[src/rtl/clk_presc_map.vh]
// Register map, field positions and reset values of the clock prescaler block
`ifndef CLK_PRESC_MAP_VH
`define CLK_PRESC_MAP_VH

// ----------------------------------------------------------------------------
// Register offsets (byte addresses)
// ----------------------------------------------------------------------------
`define OFS_SYSTEM_CONTROL_ONE   12'h000
`define OFS_SYSTEM_CONTROL_TWO   12'h004
`define OFS_MODULE_STANDBY       12'h008
`define OFS_TIME_BASE_MODE       12'h00C
`define OFS_MODE_COMMAND         12'h010
`define OFS_MODE_STATUS          12'h014

// ----------------------------------------------------------------------------
// Field positions
// ----------------------------------------------------------------------------
`define BIT_STANDBY_SELECT       7
`define BIT_SUB_SELECT           3
`define FLD_DIV_SELECT_HI        2
`define FLD_DIV_SELECT_LO        0
`define BIT_TIME_BASE_MODE3      3
`define BIT_TIME_BASE_MODE2      2
`define BIT_TIME_BASE_ENABLE     4
`define BIT_CMD_SLEEP            0
`define BIT_CMD_WAKE             1

// ----------------------------------------------------------------------------
// Reset values and widths
// ----------------------------------------------------------------------------
`define RST_SYSTEM_CONTROL_ONE   8'h00
`define RST_SYSTEM_CONTROL_TWO   8'h00
`define RST_MODULE_STANDBY       8'h00
`define RST_TIME_BASE_MODE       8'h00
`define SYS_PRESC_WIDTH          13
`define SUB_PRESC_WIDTH          5
`define SUB_PRE_DIV              4

// ----------------------------------------------------------------------------
// Operating modes
// ----------------------------------------------------------------------------
`define MODE_ACTIVE              3'h0
`define MODE_SLEEP               3'h1
`define MODE_SUBACTIVE           3'h2
`define MODE_SUBSLEEP            3'h3
`define MODE_STANDBY             3'h4

`endif

[src/rtl/clock_prescaler_power_modes.v]
// Clock prescalers, operating mode state and module standby gating
`timescale 1ns/1ns
`include "clk_presc_map.vh"

// Overview of operation
// - 13-bit system prescaler counts each clock
// - Reset clears system prescaler, then counts
// - Standby or subclock modes hold prescaler cleared
// - System prescaler count invisible to software
// - Shared taps, clock/2 down to /8192
// - Active divide select gates prescaler input
// - 5-bit subclock prescaler fed subclock/4
// - Subclock taps /8 to /128, time base
// - Reset clears subclock prescaler, then counts
// - Subclock prescaler runs in low modes
// - Both time-base mode bits clear prescaler
// - Subactive CPU clock subclock /2,/4,/8
// - Sleep stops CPU, peripherals on system
// - Subsleep stops CPU, peripherals on subclock
// - Standby halts all but time base
// - Module standby gates each peripheral clock
// - Standby select steers sleep entry
module clock_prescaler_power_modes #(
  parameter NUM_MODULES = 8
) (
  input  wire                   clk_sys_i,
  input  wire                   rst_i,
  input  wire                   ce_i,
  input  wire                   sub_tick_i,
  input  wire                   sleep_req_i,
  input  wire                   wake_req_i,
  input  wire                   psel_i,
  input  wire                   penable_i,
  input  wire                   pwrite_i,
  input  wire [11:0]            paddr_i,
  input  wire [31:0]            pwdata_i,
  output wire                   pready_o,
  output wire                   pslverr_o,
  output reg  [31:0]            prdata_o,
  output reg  [12:0]            sys_tap_en_o,
  output reg  [4:0]             sub_tap_en_o,
  output reg                    cpu_clk_en_o,
  output reg                    periph_sys_en_o,
  output reg                    periph_sub_en_o,
  output reg  [NUM_MODULES-1:0] module_clk_en_o,
  output reg                    time_base_en_o,
  output reg  [2:0]             mode_o
);

  // --------------------------------------------------------------------------
  // Registers
  // --------------------------------------------------------------------------
  reg [7:0]                    sys_ctrl_one_r;
  reg [7:0]                    system_control_two_r;
  reg [NUM_MODULES-1:0]        module_standby_r;
  reg [7:0]                    time_base_timer_mode_register_r;
  reg [2:0]                    mode_r;
  reg [2:0]                    mode_nxt;
  reg [`SYS_PRESC_WIDTH-1:0]   sys_presc_r;
  reg [`SUB_PRESC_WIDTH-1:0]   sub_presc_r;
  reg [1:0]                    sub_pre_r;
  reg [6:0]                    div_cnt_r;
  reg [2:0]                    cpu_sub_cnt_r;
  reg                          sleep_cmd_r;
  reg                          wake_cmd_r;

  wire       wr_en = psel_i & penable_i & pwrite_i & ce_i;
  wire       sub_quarter = sub_tick_i & (sub_pre_r == 2'h3);
  wire       sys_running = (mode_r == `MODE_ACTIVE) | (mode_r == `MODE_SLEEP);
  wire [2:0] div_sel = system_control_two_r[`FLD_DIV_SELECT_HI:`FLD_DIV_SELECT_LO];
  wire       tb_clear = wr_en & (paddr_i == `OFS_TIME_BASE_MODE)
                        & pwdata_i[`BIT_TIME_BASE_MODE3] & pwdata_i[`BIT_TIME_BASE_MODE2];
  reg        div_tick;
  reg        cpu_sub_tick;

  assign pready_o  = 1'b1;
  assign pslverr_o = 1'b0;

  // --------------------------------------------------------------------------
  // Active clock divide: select 0 passes every clock, n passes 1 of 2^n
  // --------------------------------------------------------------------------
  always @* begin
    case (div_sel)
      3'h0:    div_tick = 1'b1;
      3'h1:    div_tick = (div_cnt_r[0] == 1'b0);
      3'h2:    div_tick = (div_cnt_r[1:0] == 2'h0);
      3'h3:    div_tick = (div_cnt_r[2:0] == 3'h0);
      3'h4:    div_tick = (div_cnt_r[3:0] == 4'h0);
      3'h5:    div_tick = (div_cnt_r[4:0] == 5'h00);
      3'h6:    div_tick = (div_cnt_r[5:0] == 6'h00);
      default: div_tick = (div_cnt_r[6:0] == 7'h00);
    endcase
  end

  // Subactive CPU clock: subclock /2, /4 or /8 from the low divide bits
  always @* begin
    case (div_sel[1:0])
      2'h0:    cpu_sub_tick = sub_tick_i & (cpu_sub_cnt_r[0] == 1'b1);
      2'h1:    cpu_sub_tick = sub_tick_i & (cpu_sub_cnt_r[1:0] == 2'h3);
      default: cpu_sub_tick = sub_tick_i & (cpu_sub_cnt_r[2:0] == 3'h7);
    endcase
  end

  // --------------------------------------------------------------------------
  // Mode state machine
  // --------------------------------------------------------------------------
  always @* begin
    mode_nxt = mode_r;
    case (mode_r)
      `MODE_ACTIVE, `MODE_SUBACTIVE: begin
        if (sleep_req_i | sleep_cmd_r) begin
          if (sys_ctrl_one_r[`BIT_STANDBY_SELECT])
            mode_nxt = `MODE_STANDBY;
          else if (mode_r == `MODE_SUBACTIVE)
            mode_nxt = `MODE_SUBSLEEP;
          else
            mode_nxt = `MODE_SLEEP;
        end else if (mode_r == `MODE_ACTIVE && system_control_two_r[`BIT_SUB_SELECT])
          mode_nxt = `MODE_SUBACTIVE;
        else if (mode_r == `MODE_SUBACTIVE && !system_control_two_r[`BIT_SUB_SELECT])
          mode_nxt = `MODE_ACTIVE;
      end
      `MODE_SLEEP, `MODE_SUBSLEEP, `MODE_STANDBY: begin
        // Wake returns to the run mode that the subclock select names
        if (wake_req_i | wake_cmd_r)
          mode_nxt = system_control_two_r[`BIT_SUB_SELECT] ? `MODE_SUBACTIVE : `MODE_ACTIVE;
      end
      default: mode_nxt = `MODE_ACTIVE;
    endcase
  end

  // --------------------------------------------------------------------------
  // Register writes, counters and mode
  // --------------------------------------------------------------------------
  always @(posedge clk_sys_i) begin
    if (rst_i) begin
      sys_ctrl_one_r                  <= `RST_SYSTEM_CONTROL_ONE;
      system_control_two_r            <= `RST_SYSTEM_CONTROL_TWO;
      module_standby_r                <= {NUM_MODULES{1'b0}};
      time_base_timer_mode_register_r <= `RST_TIME_BASE_MODE;
      mode_r                          <= `MODE_ACTIVE;
      sys_presc_r                     <= 13'h0000;
      sub_presc_r                     <= 5'h00;
      sub_pre_r                       <= 2'h0;
      div_cnt_r                       <= 7'h00;
      cpu_sub_cnt_r                   <= 3'h0;
      sleep_cmd_r                     <= 1'b0;
      wake_cmd_r                      <= 1'b0;
    end else if (ce_i) begin
      mode_r      <= mode_nxt;
      sleep_cmd_r <= wr_en & (paddr_i == `OFS_MODE_COMMAND) & pwdata_i[`BIT_CMD_SLEEP];
      wake_cmd_r  <= wr_en & (paddr_i == `OFS_MODE_COMMAND) & pwdata_i[`BIT_CMD_WAKE];
      if (wr_en) begin
        case (paddr_i)
          `OFS_SYSTEM_CONTROL_ONE: sys_ctrl_one_r <= pwdata_i[7:0];
          `OFS_SYSTEM_CONTROL_TWO: system_control_two_r <= pwdata_i[7:0];
          `OFS_MODULE_STANDBY:     module_standby_r <= pwdata_i[NUM_MODULES-1:0];
          `OFS_TIME_BASE_MODE:     time_base_timer_mode_register_r <= pwdata_i[7:0];
          default: ;
        endcase
      end
      if (!sys_running) begin
        sys_presc_r <= 13'h0000;
        div_cnt_r   <= 7'h00;
      end else begin
        div_cnt_r <= div_cnt_r + 7'h01;
        if (div_tick)
          sys_presc_r <= sys_presc_r + 13'h0001;
      end
      if (sub_tick_i)
        sub_pre_r <= sub_pre_r + 2'h1;
      if (sub_tick_i)
        cpu_sub_cnt_r <= cpu_sub_cnt_r + 3'h1;
      if (tb_clear) begin
        sub_presc_r <= 5'h00;
        sub_pre_r   <= 2'h0;
      end else if (sub_quarter)
        sub_presc_r <= sub_presc_r + 5'h01;
    end
  end

  // --------------------------------------------------------------------------
  // Clock enables and tap pulses, registered so outputs come from flip-flops
  // --------------------------------------------------------------------------
  genvar gi;
  generate
    for (gi = 0; gi < `SYS_PRESC_WIDTH; gi = gi + 1) begin : g_sys_tap
      // Tap at /2^(gi+1): falling edge of bit gi
      always @(posedge clk_sys_i) begin
        if (rst_i)
          sys_tap_en_o[gi] <= 1'b0;
        else if (ce_i)
          sys_tap_en_o[gi] <= sys_running & div_tick & (&sys_presc_r[gi:0]);
      end
    end
    for (gi = 0; gi < `SUB_PRESC_WIDTH; gi = gi + 1) begin : g_sub_tap
      always @(posedge clk_sys_i) begin
        if (rst_i)
          sub_tap_en_o[gi] <= 1'b0;
        else if (ce_i)
          sub_tap_en_o[gi] <= sub_quarter & ~tb_clear & (&sub_presc_r[gi:0]);
      end
    end
  endgenerate

  always @(posedge clk_sys_i) begin
    if (rst_i) begin
      cpu_clk_en_o    <= 1'b0;
      periph_sys_en_o <= 1'b0;
      periph_sub_en_o <= 1'b0;
      module_clk_en_o <= {NUM_MODULES{1'b0}};
      time_base_en_o  <= 1'b0;
      mode_o          <= `MODE_ACTIVE;
      prdata_o        <= 32'h00000000;
    end else if (ce_i) begin
      mode_o <= mode_r;
      cpu_clk_en_o <= (mode_r == `MODE_ACTIVE) ? div_tick :
                      (mode_r == `MODE_SUBACTIVE) ? cpu_sub_tick : 1'b0;
      periph_sys_en_o <= sys_running & div_tick;
      periph_sub_en_o <= sub_tick_i & ((mode_r == `MODE_SUBACTIVE) |
                                       (mode_r == `MODE_SUBSLEEP));
      module_clk_en_o <= {NUM_MODULES{(mode_r != `MODE_STANDBY)}} & ~module_standby_r;
      time_base_en_o <= time_base_timer_mode_register_r[`BIT_TIME_BASE_ENABLE]
                        | (mode_r != `MODE_STANDBY);
      // No prescaler count in read data
      prdata_o <= 32'h00000000;
      if (psel_i & ~penable_i & ~pwrite_i) begin
        case (paddr_i)
          `OFS_SYSTEM_CONTROL_ONE: prdata_o <= {24'h000000, sys_ctrl_one_r};
          `OFS_SYSTEM_CONTROL_TWO: prdata_o <= {24'h000000, system_control_two_r};
          `OFS_MODULE_STANDBY:     prdata_o[NUM_MODULES-1:0] <= module_standby_r;
          `OFS_TIME_BASE_MODE:     prdata_o <= {24'h000000, time_base_timer_mode_register_r};
          `OFS_MODE_STATUS:        prdata_o <= {29'h00000000, mode_r};
          default:                 prdata_o <= 32'h00000000;
        endcase
      end
    end
  end

endmodule

[config.mk]
export PLATFORM = sky130hd
export DESIGN_NAME = clock_prescaler_power_modes
export DESIGN_NICKNAME = d
export VERILOG_FILES = /design/src/rtl/clock_prescaler_power_modes.v
export VERILOG_INCLUDE_DIRS = /design/src /design/src/rtl
export SDC_FILE = /design/constraint.sdc
export NUM_CORES = 1
export LEC_CHECK = 0
export ABC_AREA = 1
export BUFFER_PORTS_ARGS = -buffer_cell sky130_fd_sc_hd__buf_4
export CAP_MARGIN = 20
export CELL_PAD_IN_SITES_DETAIL_PLACEMENT = 0
export CELL_PAD_IN_SITES_GLOBAL_PLACEMENT = 1
export CORE_UTILIZATION = 38
export CTS_CLUSTER_SIZE = 12
export DETAILED_ROUTE_END_ITERATION = 10
export GPL_TIMING_DRIVEN = 1
export MAX_ROUTING_LAYER = met4
export PLACE_DENSITY_LB_ADDON = 0.3
export SLEW_MARGIN = 20
export SYNTH_ARGS = -nofsm -noshare
export SYNTH_HDL_FRONTEND = slang
export SYNTH_SLANG_ARGS = --single-unit
[constraint.sdc]
create_clock -name clk_sys_i -period 2.3 [get_ports clk_sys_i]
set_input_delay 0.345 -clock clk_sys_i [delete_from_list [all_inputs] [get_ports clk_sys_i]]
set_output_delay 0.345 -clock clk_sys_i [all_outputs]
set_load 0.1 [all_outputs]
# == After elaboration in Yosys (flattened, before gate mapping) ==
# Cells that the tools add are included.
# word_totals
reg_bits,132
inputBits,53
out_inout_bits,67
# op_classes
n_addsub,5
reduce_logical,42
bitwise,47
eq_ne,23
n_mux,21
# op_table
op,n
case mux 8 bit (5 select lines),1
AND 1 bit,36
two-way mux 13 bit,2
equality test 12 x 4 -> 1 bit (second input constant),2
equality test 12 x 5 -> 1 bit (second input constant),2
AND reduction 3 bit,7
equality test 3 bit (second input constant),5
two-way mux 3 bit,5
adder 13 x 1 -> 13 bit (second input constant),1
AND reduction 13 bit,1
equality test 12 x 3 -> 1 bit (second input constant),1
equality test 3 x 2 -> 1 bit (second input constant),4
logical NOT 12 bit,1
AND reduction 12 bit,1
AND reduction 2 bit,6
AND reduction 11 bit,1
two-way mux 5 bit,2
AND reduction 10 bit,1
AND reduction 5 bit,2
logical NOT 3 bit,3
AND reduction 9 bit,1
AND 8 bit,1
two-way mux 2 bit,4
two-way mux 8 bit,1
other kinds (33),47

# == Longest topological paths before layout ==
# Gate-level depths: netlist of the first run.
# logic_depth
word_depth,9
depth_mapped,11
mapped_depth_nobuf,11

# == Worst setup path after synthesis of the first run ==
# OpenSTA, ideal clock, no wires.
# synth_timing
path_kind,register to register
startpoint,register sys_presc_r[0]
endpoint,register sys_presc_r[8]
synth_period_minus_slack_ns,1.589
stages_incl_launch_ff,11
setup_slack_ns,0.711
path_buffers,0
arrival_time_ns,1.457
cell_sequence,dfxtp_1 > ha_1 > nand2_1 > nor2_2 > nand2_1 > nor2_1 > nand2_1 > inv_1 > ha_1 > nand2_1 > a21oi_1
# synth_between
elab_chain_len,3
# synth_lines
element,line,text
start: declaration,clock_prescaler_power_modes.v:59,reg [`SYS_PRESC_WIDTH-1:0] sys_presc_r;
start signal: assignment,clock_prescaler_power_modes.v:168,sys_presc_r <= sys_presc_r + 13'h0001;
adder 13 x 1 -> 13 bit,clock_prescaler_power_modes.v:168,
two-way mux 13 bit,clock_prescaler_power_modes.v:167,if (div_tick)
two-way mux 13 bit,clock_prescaler_power_modes.v:162,if (!sys_running) begin
# Every way passes these cells. The select of a mux whose other input is x is not followed.
# A chain may end at the register's enable or synchronous reset.

# == Final worst setup path of the first run ==
# layout_timing
startpoint,register sys_presc_r[0]
endpoint,register sys_presc_r[10]
# The elaborated chain is that of the path after synthesis.

==> summary.md, run 1 <==
| Metric | Value |
|---|---|
| Synth Instances | `739` |
| Post-CTS Resized | `0` |
| CTS root buf | `clkbuf_16` |
| RR Startpoint | `sys_presc_r[0]$_SDFFE_PP0P_` |
| FILL cells | `1399` |
| Vias/cell | `4.88` |
| Setup crit end kind | `flip-flop` |
| Max-slew headroom at the worst pin | `62.1%` |
| Vias in the first global route | `4323` |
| Max Cap Viol | `0` |
| Global-route wire length before repair | `21.6 mm` |
| Avg Inst Size Synth | `7.16 sq um` |
| Antenna violations before repair | `0` |
| FF+latch count, synth | `108` |
| CP required | `2.54 ns` |
| Sink of the worst hold path | `time_base_timer_mode_register_r[5]$_SDFFE_PP0P_` |
| Num ports | `120` |
| Die W | `120 um` |
| Cell Area, Synth | `5290 sq um` |
| Peak Freq | `530 MHz` |
| Final number of setup-violating endpoints | `0` |
| Max rail drop VDD | `0.000493 V` |
| Ranking of synthesized cells by area | `dfxtp_1 41%, nand2_1 9.9%, a21oi_1 9.2%` |
| Most frequent cells in the layout | `140 x nand2_1, 108 x dfxtp_1, 97 x a21oi_1` |
| GRT Total Usage | `19.4%` |
| Die Y-Extent | `120 um` |
| WHS Path Cells | `3` |
| Post-route ant nets | `0` |
| Residual DRC | `0` |
| Status | `finished clean` |
| GPL Wtd Cong | `0.841` |
| PortBufs | `69` |
| CTS tree | `yes` |
| R2R setup slack | `0.41 ns` |
| Nets | `863` |
| Final Worst Setup Slack | `0.413 ns` |
| Critical path type | `flip-flop to flip-flop` |
| Fin. Hold Viols | `0` |
| CTS Buf Count | `9` |
| Area grow syn2layout | `16.2%` |
| Hold path startpoint | `pwdata_i[5]` |
| Critical path data arrival time | `2.13 ns` |
| Max-slew violations | `0` |
| Hold buffers post-CTS | `0` |
| Cell area after layout | `6140 sq um` |
| Clock skew | `0.00873 ns` |
| Area leader, netlist | `dfxtp_1` |
| Layout cells sized above 1 | `14.8%` |
| Clk sinks | `108` |
| Clock Pin Slew Worst Setup and Hold Paths | `0.08 ns` |
| Number of diodes | `0` |
| Ys Warns | `0` |
| Sequential share of the synthesized area | `40.9%` |
| Cell variety after synth | `36` |
| Most common cell after layout, fill and taps aside | `nand2_1` |
| Setup crit start kind | `flip-flop` |
| Worst skew pair latency | `0.35 ns` |
| Row count | `42` |
| Fraction of the cycle the final worst path needs | `82.0%` |
| Post-CTS Setup Inserts | `0` |
| Crit path time final | `1.89 ns` |
| CTS max path bufs | `2` |
| Drt initial violations | `364` |
| WL/cell | `13.5 um` |
| Largest net degree at the start of global routing | `51` |
| Dpl ws | `0.315 ns` |
| Die Area | `14400 sq um` |
| Crit-path max FO | `5` |
| Synth top area share | `40.9%` |
| First drt pass iteration count | `5` |
| Pwr Density | `686 nW/um^2` |
| H-tree depth | `3` |
| RR Endpoint | `sys_presc_r[10]$_SDFFE_PP0P_` |
| Post-Route WL | `13.2 mm` |
| Unrepaired setup endpoints after global routing | `no` |
| Leak | `2.61 nW` |
| Core area | `13400 sq um` |
| Reg2Reg Depth | `10` |
| Final HPWL DP | `9.43 mm` |
| HP Class | `primary input to flip-flop` |
| GR Overflow Total | `0` |
| Vias | `4775` |
| Post-place instance area | `5850 sq um` |
| Fin Setup TNS | `0 ns` |
| Worst-Margin Slew | `0.569 ns` |
| Initial core utilization | `39.5%` |
power by group:
| part | switching, mW | internal [mW] |
|---|---|---|
| Clock | 0.750 | 0.789 |
| Sequential | 0.0353 | 1.91 |
| Combinational | 0.589 | 0.137 |
sequential cells by signal, summed over array words and instances (netlist names), 5 cells and up:
signal                           flops
sys_tap_en_o                        13
sub_presc_r                          5
sys_presc_r                         13
prdata_o                             8
div_cnt_r                            7
system_control_two_r                 8
sub_tap_en_o                         5
sys_ctrl_one_r                       8
module_clk_en_o                      8
time_base_timer_mode_register_r      8
module_standby_r                     8
cells by family (layout without fill, tap and decap cells):
logic type | Yosys count | after routing | share of synthesized area [%]
compound gates | 165 | 165 | 15.9
xor+xnor | 4 | 4 | 0.663
fa+ha+maj | 12 | 12 | 2.84
buf+inv | 139 | 179 | 12.5
flops | 108 | 108 | 40.9
mux | 1 | 1 | 0.189
other cells | 2 | 26 | 0.142
simple gates | 308 | 308 | 26.8
how the worst max path moves through the flow:
stage                                           start                           end  slack [ns]  cells past startpoint
after floorplan           sys_presc_r[0]$_SDFFE_PP0P_   sys_presc_r[8]$_SDFFE_PP0P_        0.71                     10
after global placement                     paddr_i[7]   sub_presc_r[3]$_SDFFE_PP0P_        0.35                     10
after detailed placement                  paddr_i[11]   sub_presc_r[3]$_SDFFE_PP0P_        0.31                     10
after CTS                 sys_presc_r[0]$_SDFFE_PP0P_  sys_presc_r[10]$_SDFFE_PP0P_        0.38                     10
after global routing      sys_presc_r[0]$_SDFFE_PP0P_  sys_presc_r[10]$_SDFFE_PP0P_        0.16                     10
final                     sys_presc_r[0]$_SDFFE_PP0P_  sys_presc_r[10]$_SDFFE_PP0P_        0.41                     10
metrics by stage:
stage	power, mW	util, %	hold slack, ns	std cells
after floorplan	2.59	-	0.424	763
after global placement	2.71	43.7	0.431	963
after detailed placement	2.72	43.7	0.435	963
after CTS	4.25	45.8	0.243	979
after global routing	4.37	45.8	0.255	979
final	4.21	45.8	0.255	979
layer usage:
layer | global-route usage [%] | vias to the layer above | wire (um)
li1 | - | 2485 | -
met2 | 29.1 | 108 | 5830
met3 | 2.42 | 11 | 512
met5 | - | - | 0
met1 | 27.1 | 2171 | 6690
met4 | 5.86 | 0 | 163
cell type report:
cell class / instances / area, sq um / area share [%]
clock inverters: 6 / 55.1 / 0.896
repair buffers: 80 / 601 / 9.78
inverters: 83 / 313 / 5.09
well taps: 176 / 220 / 3.58
flip-flops and latches: 108 / 2160 / 35.2
clock buffers: 10 / 239 / 3.89
multi-input cells: 516 / 2550 / 41.6
critical path: stages (launching register included):
cell	delay (ns)
dfxtp_1	0.40
ha_1	0.22
nand2_1	0.08
nor2_2	0.14
nand2_1	0.09
nor2_1	0.18
nand2_1	0.16
nor2_1	0.24
inv_1	0.06
o21ai_0	0.16
a21oi_1	0.06
cells in the mapped netlist, drive strengths merged:
master	instances
o211ai	1
dfxtp	108
clkbuf	15
o21bai	1
xnor2	1
nor2	65
o311ai	1
ha	12
nand4	4
clkinv	1
nand2	141
nor3b	1
a21boi	1
mux2i	1
nor4	1
o21ai	62
buf	41
a211oi	2
a21oi	97
nand3	87
conb	2
nor3	9
xor2	3
inv	82
Note: power is estimated with default switching activity, not from simulation.
==> run 2: changes to the inputs <==
--- a/config.mk
+++ b/config.mk
@@ -6,12 +6,12 @@
 export SDC_FILE = /design/constraint.sdc
 export NUM_CORES = 1
 export LEC_CHECK = 0
-export ABC_AREA = 1
+export ABC_AREA = 0
 export BUFFER_PORTS_ARGS = -buffer_cell sky130_fd_sc_hd__buf_4
 export CAP_MARGIN = 20
 export CELL_PAD_IN_SITES_DETAIL_PLACEMENT = 0
 export CELL_PAD_IN_SITES_GLOBAL_PLACEMENT = 1
-export CORE_UTILIZATION = 38
+export CORE_UTILIZATION = 36
 export CTS_CLUSTER_SIZE = 12
 export DETAILED_ROUTE_END_ITERATION = 10
 export GPL_TIMING_DRIVEN = 1
==> constraint.sdc (replaced) <==
create_clock -name clk_sys_i -period 1.6 [get_ports clk_sys_i]
set_input_delay 0.24 -clock clk_sys_i [delete_from_list [all_inputs] [get_ports clk_sys_i]]
set_output_delay 0.24 -clock clk_sys_i [all_outputs]
set_load 0.1 [all_outputs]
==> summary.md, run 2 <==
| Metric | Value |
|---|---|
| Clock Power Share | `37.8% (+1.3 points)` |
| WL/cell | `14.8 um (+9.7%)` |
| Row count | `42 (unchanged)` |
| Clk sinks | `108 (unchanged)` |
| H-tree depth | `3 (unchanged)` |
| Status | `complete, but fails checks` |
| Core area | `13300 sq um (-0.78%)` |
| Die Area | `14200 sq um (-1.5%)` |
| Crit path time final | `1.76 ns (-0.123 ns)` |
| Avg Inst Size Synth | `9.31 sq um (+30%)` |
| PortBufs | `69 (unchanged)` |
| Clock skew | `0.00521 ns (-0.00352 ns)` |
| Post-route ant nets | `0 (unchanged)` |
| Critical path data arrival time | `2.05 ns (-0.08 ns)` |
| Pwr Density | `867 nW/um^2 (+26%)` |
| Max rail drop VDD | `0.000495 V (+0.42%)` |
| Vias in the first global route | `4063 (-6.0%)` |
| Number of synthesized flops with an enable pin | `0 (unchanged)` |
| Layout cells sized above 1 | `35.6% (+21 points)` |
| Comb pwr share | `15.1% (-2.1 points)` |
| CTS Buf Count | `9 (unchanged)` |
| Ys Warns | `0 (unchanged)` |
| Cell Area, Synth | `4930 sq um (-6.7%)` |
| Slowest CP cell | `or4_4` |
| First drt pass iteration count | `4 (-1)` |
| FF+latch count, synth | `108 (unchanged)` |
| Antenna violations before repair | `0 (unchanged)` |
| CP required | `1.89 ns (-0.65 ns)` |
| Vias | `4190 (-12%)` |
| GR Overflow Total | `0 (unchanged)` |
| Ranking of synthesized cells by area | `dfxtp_1 44%, mux2i_1 8.7%, nor2_1 5.9%` |
| Hold WS | `0.153 ns (-0.102 ns)` |
| Met3 Use GR | `3.59% (+1.2 points)` |
| Global-route wire length before repair | `20.5 mm (-5.3%)` |
| Most frequent cells in the layout | `145 x buf_4, 102 x dfxtp_1, 76 x nor2_1` |
| Post-place instance area | `6220 sq um (+6.4%)` |
| Count leader, synth | `dfxtp_1` |
| Die Y-Extent | `119 um (-0.77%)` |
| Initial core utilization | `37.1% (-2.4 points)` |
| Final Worst Setup Slack | `-0.164 ns (-0.577 ns)` |
| Switching Fraction | `28.4% (-4.3 points)` |
| Top_reg_cell synth | `dfxtp_1` |
| Internal Power | `4.19 mW (+47%)` |
| Leak | `2.84 nW (+8.8%)` |
| Number of diodes | `0 (unchanged)` |
| CTS tree | `yes` |
| Buffer and inverter count on the worst path | `1 (unchanged)` |
| Unrepaired setup endpoints after global routing | `yes` |
| Registers with the most flip-flops | `sys_presc_r (13), sys_tap_en_o (13)` |
| Met2 global-route usage | `27.8% (-1.3 points)` |
| Commonest cells post-synth | `108 x dfxtp_1, 78 x nor2_1, 43 x mux2i_1, 32 x nand2_1, 31 x a21oi_1` |
| FILL cells | `1259 (-10%)` |
| M1 GR Usage | `25.3% (-1.8 points)` |
| Vias/cell | `4.94 (+1.3%)` |
| Peak Freq | `567 MHz (+6.9%)` |
| Busiest grt layer | `met2` |
| Crit-path max FO | `7 (+2)` |
| Synth async-reset ratio | `0% (unchanged)` |
| Max-slew violations | `0 (unchanged)` |
| Cell family with the largest share of critical-path delay | `simple AND/OR/NAND/NOR gates` |
| Fin Setup TNS | `-2.23 ns (-2.23 ns)` |
| Switching power | `1.66 mW (+21%)` |
| CTS max path bufs | `2 (unchanged)` |
| Clock Pin Slew Worst Setup and Hold Paths | `0.07 ns (about the same)` |
| Worst skew pair latency | `0.35 ns (about the same)` |
| Final HPWL DP | `9.14 mm (-3.1%)` |
| Largest net degree at the start of global routing | `32 (-37%)` |
| Num ports | `120 (unchanged)` |
| Nets | `733 (-15%)` |
| CP Cell Sequence | `inv_2 -> ha_4 -> and4bb_2 -> a2bb2oi_4 -> or2_4 -> or4_4 -> a21oi_2` |
| Drt initial violations | `152 (-58%)` |
| HP Class | `primary input to flip-flop` |
| Area leader, netlist | `dfxtp_1` |
| Post-Route WL | `12.5 mm (-5.0%)` |
| Fin. Hold Viols | `0 (unchanged)` |
| Fraction of the cycle the final worst path needs | `110% (+28 points)` |
| Area grow syn2layout | `36.7%` |
| Hold buffers post-CTS | `0 (unchanged)` |
| Setup crit start kind | `flip-flop` |
| Final number of setup-violating endpoints | `28 (+28)` |
| Tot Pwr | `5.84 mW (+39%)` |
| Most common cell after layout, fill and taps aside | `buf_4` |
| Setup crit end kind | `flip-flop` |
| CP peak stage delay | `0.43 ns (+0.03 ns)` |
| GRT Total Usage | `18.8% (-0.61 points)` |
| Cell variety after synth | `61 (+69%)` |
| Critical path type | `flip-flop to flip-flop` |
| Synth Instances | `530 (-28%)` |
| Violated checks | `negative setup slack` |
| Max Cap Viol | `0 (unchanged)` |
| Die W | `119 um (-0.77%)` |
| Seq pwr share | `47.1% (+0.9 points)` |
| Dpl ws | `-0.241 ns (-0.556 ns)` |
| Cell area after layout | `6740 sq um (+9.8%)` |
| Synth top area share | `43.8% (+3.0 points)` |
| GPL Wtd Cong | `0.851 (+1.2%)` |
| Residual DRC | `0 (unchanged)` |
| Sequential share of the synthesized area | `43.8% (+3.0 points)` |
| CTS root buf | `clkbuf_16` |
-- run 2: what timing repair did --
action	in CTS	in global routing
setup buffers	4	1
endpoints found under the setup margin	28	32
gates resized for setup	27	23
pin swaps	19	9
-- run 2: per-stage QoR --
stage / cells / util (%)
after floorplan: 554 / -
after global placement: 829 / 46.8
after detailed placement: 829 / 46.8
after CTS: 847 / 50.1
after global routing: 848 / 50.7
final: 848 / 50.7
-- run 2: worst paths after layout --
check	start	end	slack, ns	cells after the start
max	div_cnt_r[1]$_SDFFE_PP0P_	sys_tap_en_o[12]$_SDFFE_PP0P_	-0.16	7
min	pwdata_i[4]	time_base_timer_mode_register_r[4]$_SDFFE_PP0P_	0.15	3
min reg2reg	sys_tap_en_o[6]$_SDFFE_PP0P_	sys_tap_en_o[6]$_SDFFE_PP0P_	0.45	1
max reg2reg	div_cnt_r[1]$_SDFFE_PP0P_	sys_tap_en_o[12]$_SDFFE_PP0P_	-0.16	7
-- run 2: cell type report --
type | count | area (sq um) | share of cell area (%)
clock inverter | 5 | 52.6 | 0.779
tap | 176 | 220 | 3.27
timing repair buffer | 155 | 1240 | 18.3
multi-input combinational | 381 | 2780 | 41.2
clock buffer | 10 | 239 | 3.54
inverter | 13 | 48.8 | 0.724
sequential | 108 | 2170 | 32.2
-- run 2: worst min-delay path, cell delays in order --
cell and delay [ns]:
buf_4 0.10, mux2i_1 0.06, nor2_1 0.07
-- run 2: metal layers --
| metal | share of wire (%) | up-vias |
|---|---|---|
| li1 | - | 2113 |
| met2 | 45 | 85 |
| met5 | 0 | - |
| met1 | 49 | 1974 |
| met3 | 3.9 | 18 |
| met4 | 2.1 | 0 |
-- run 2: logic make-up after synthesis --
| group | count (synthesis) | share of synthesized area, % |
|---|---|---|
| buf+inv | 65 | 7.20 |
| compound gates | 99 | 14.3 |
| flops | 108 | 43.8 |
| mux | 51 | 11.7 |
| xor+xnor | 8 | 1.42 |
| fa+ha+maj | 12 | 3.04 |
| other cells | 2 | 0.152 |
| simple gates | 185 | 18.4 |
-- run 2: power by group through the flow --
stage	logic, mW	registers, mW	clock network (mW)
after detailed placement	0.856	2.81	0
final	0.884	2.75	2.21
after global placement	0.849	2.81	0
after CTS	0.874	2.75	2.27
after global routing	0.931	2.75	2.37
after floorplan	0.517	2.96	0
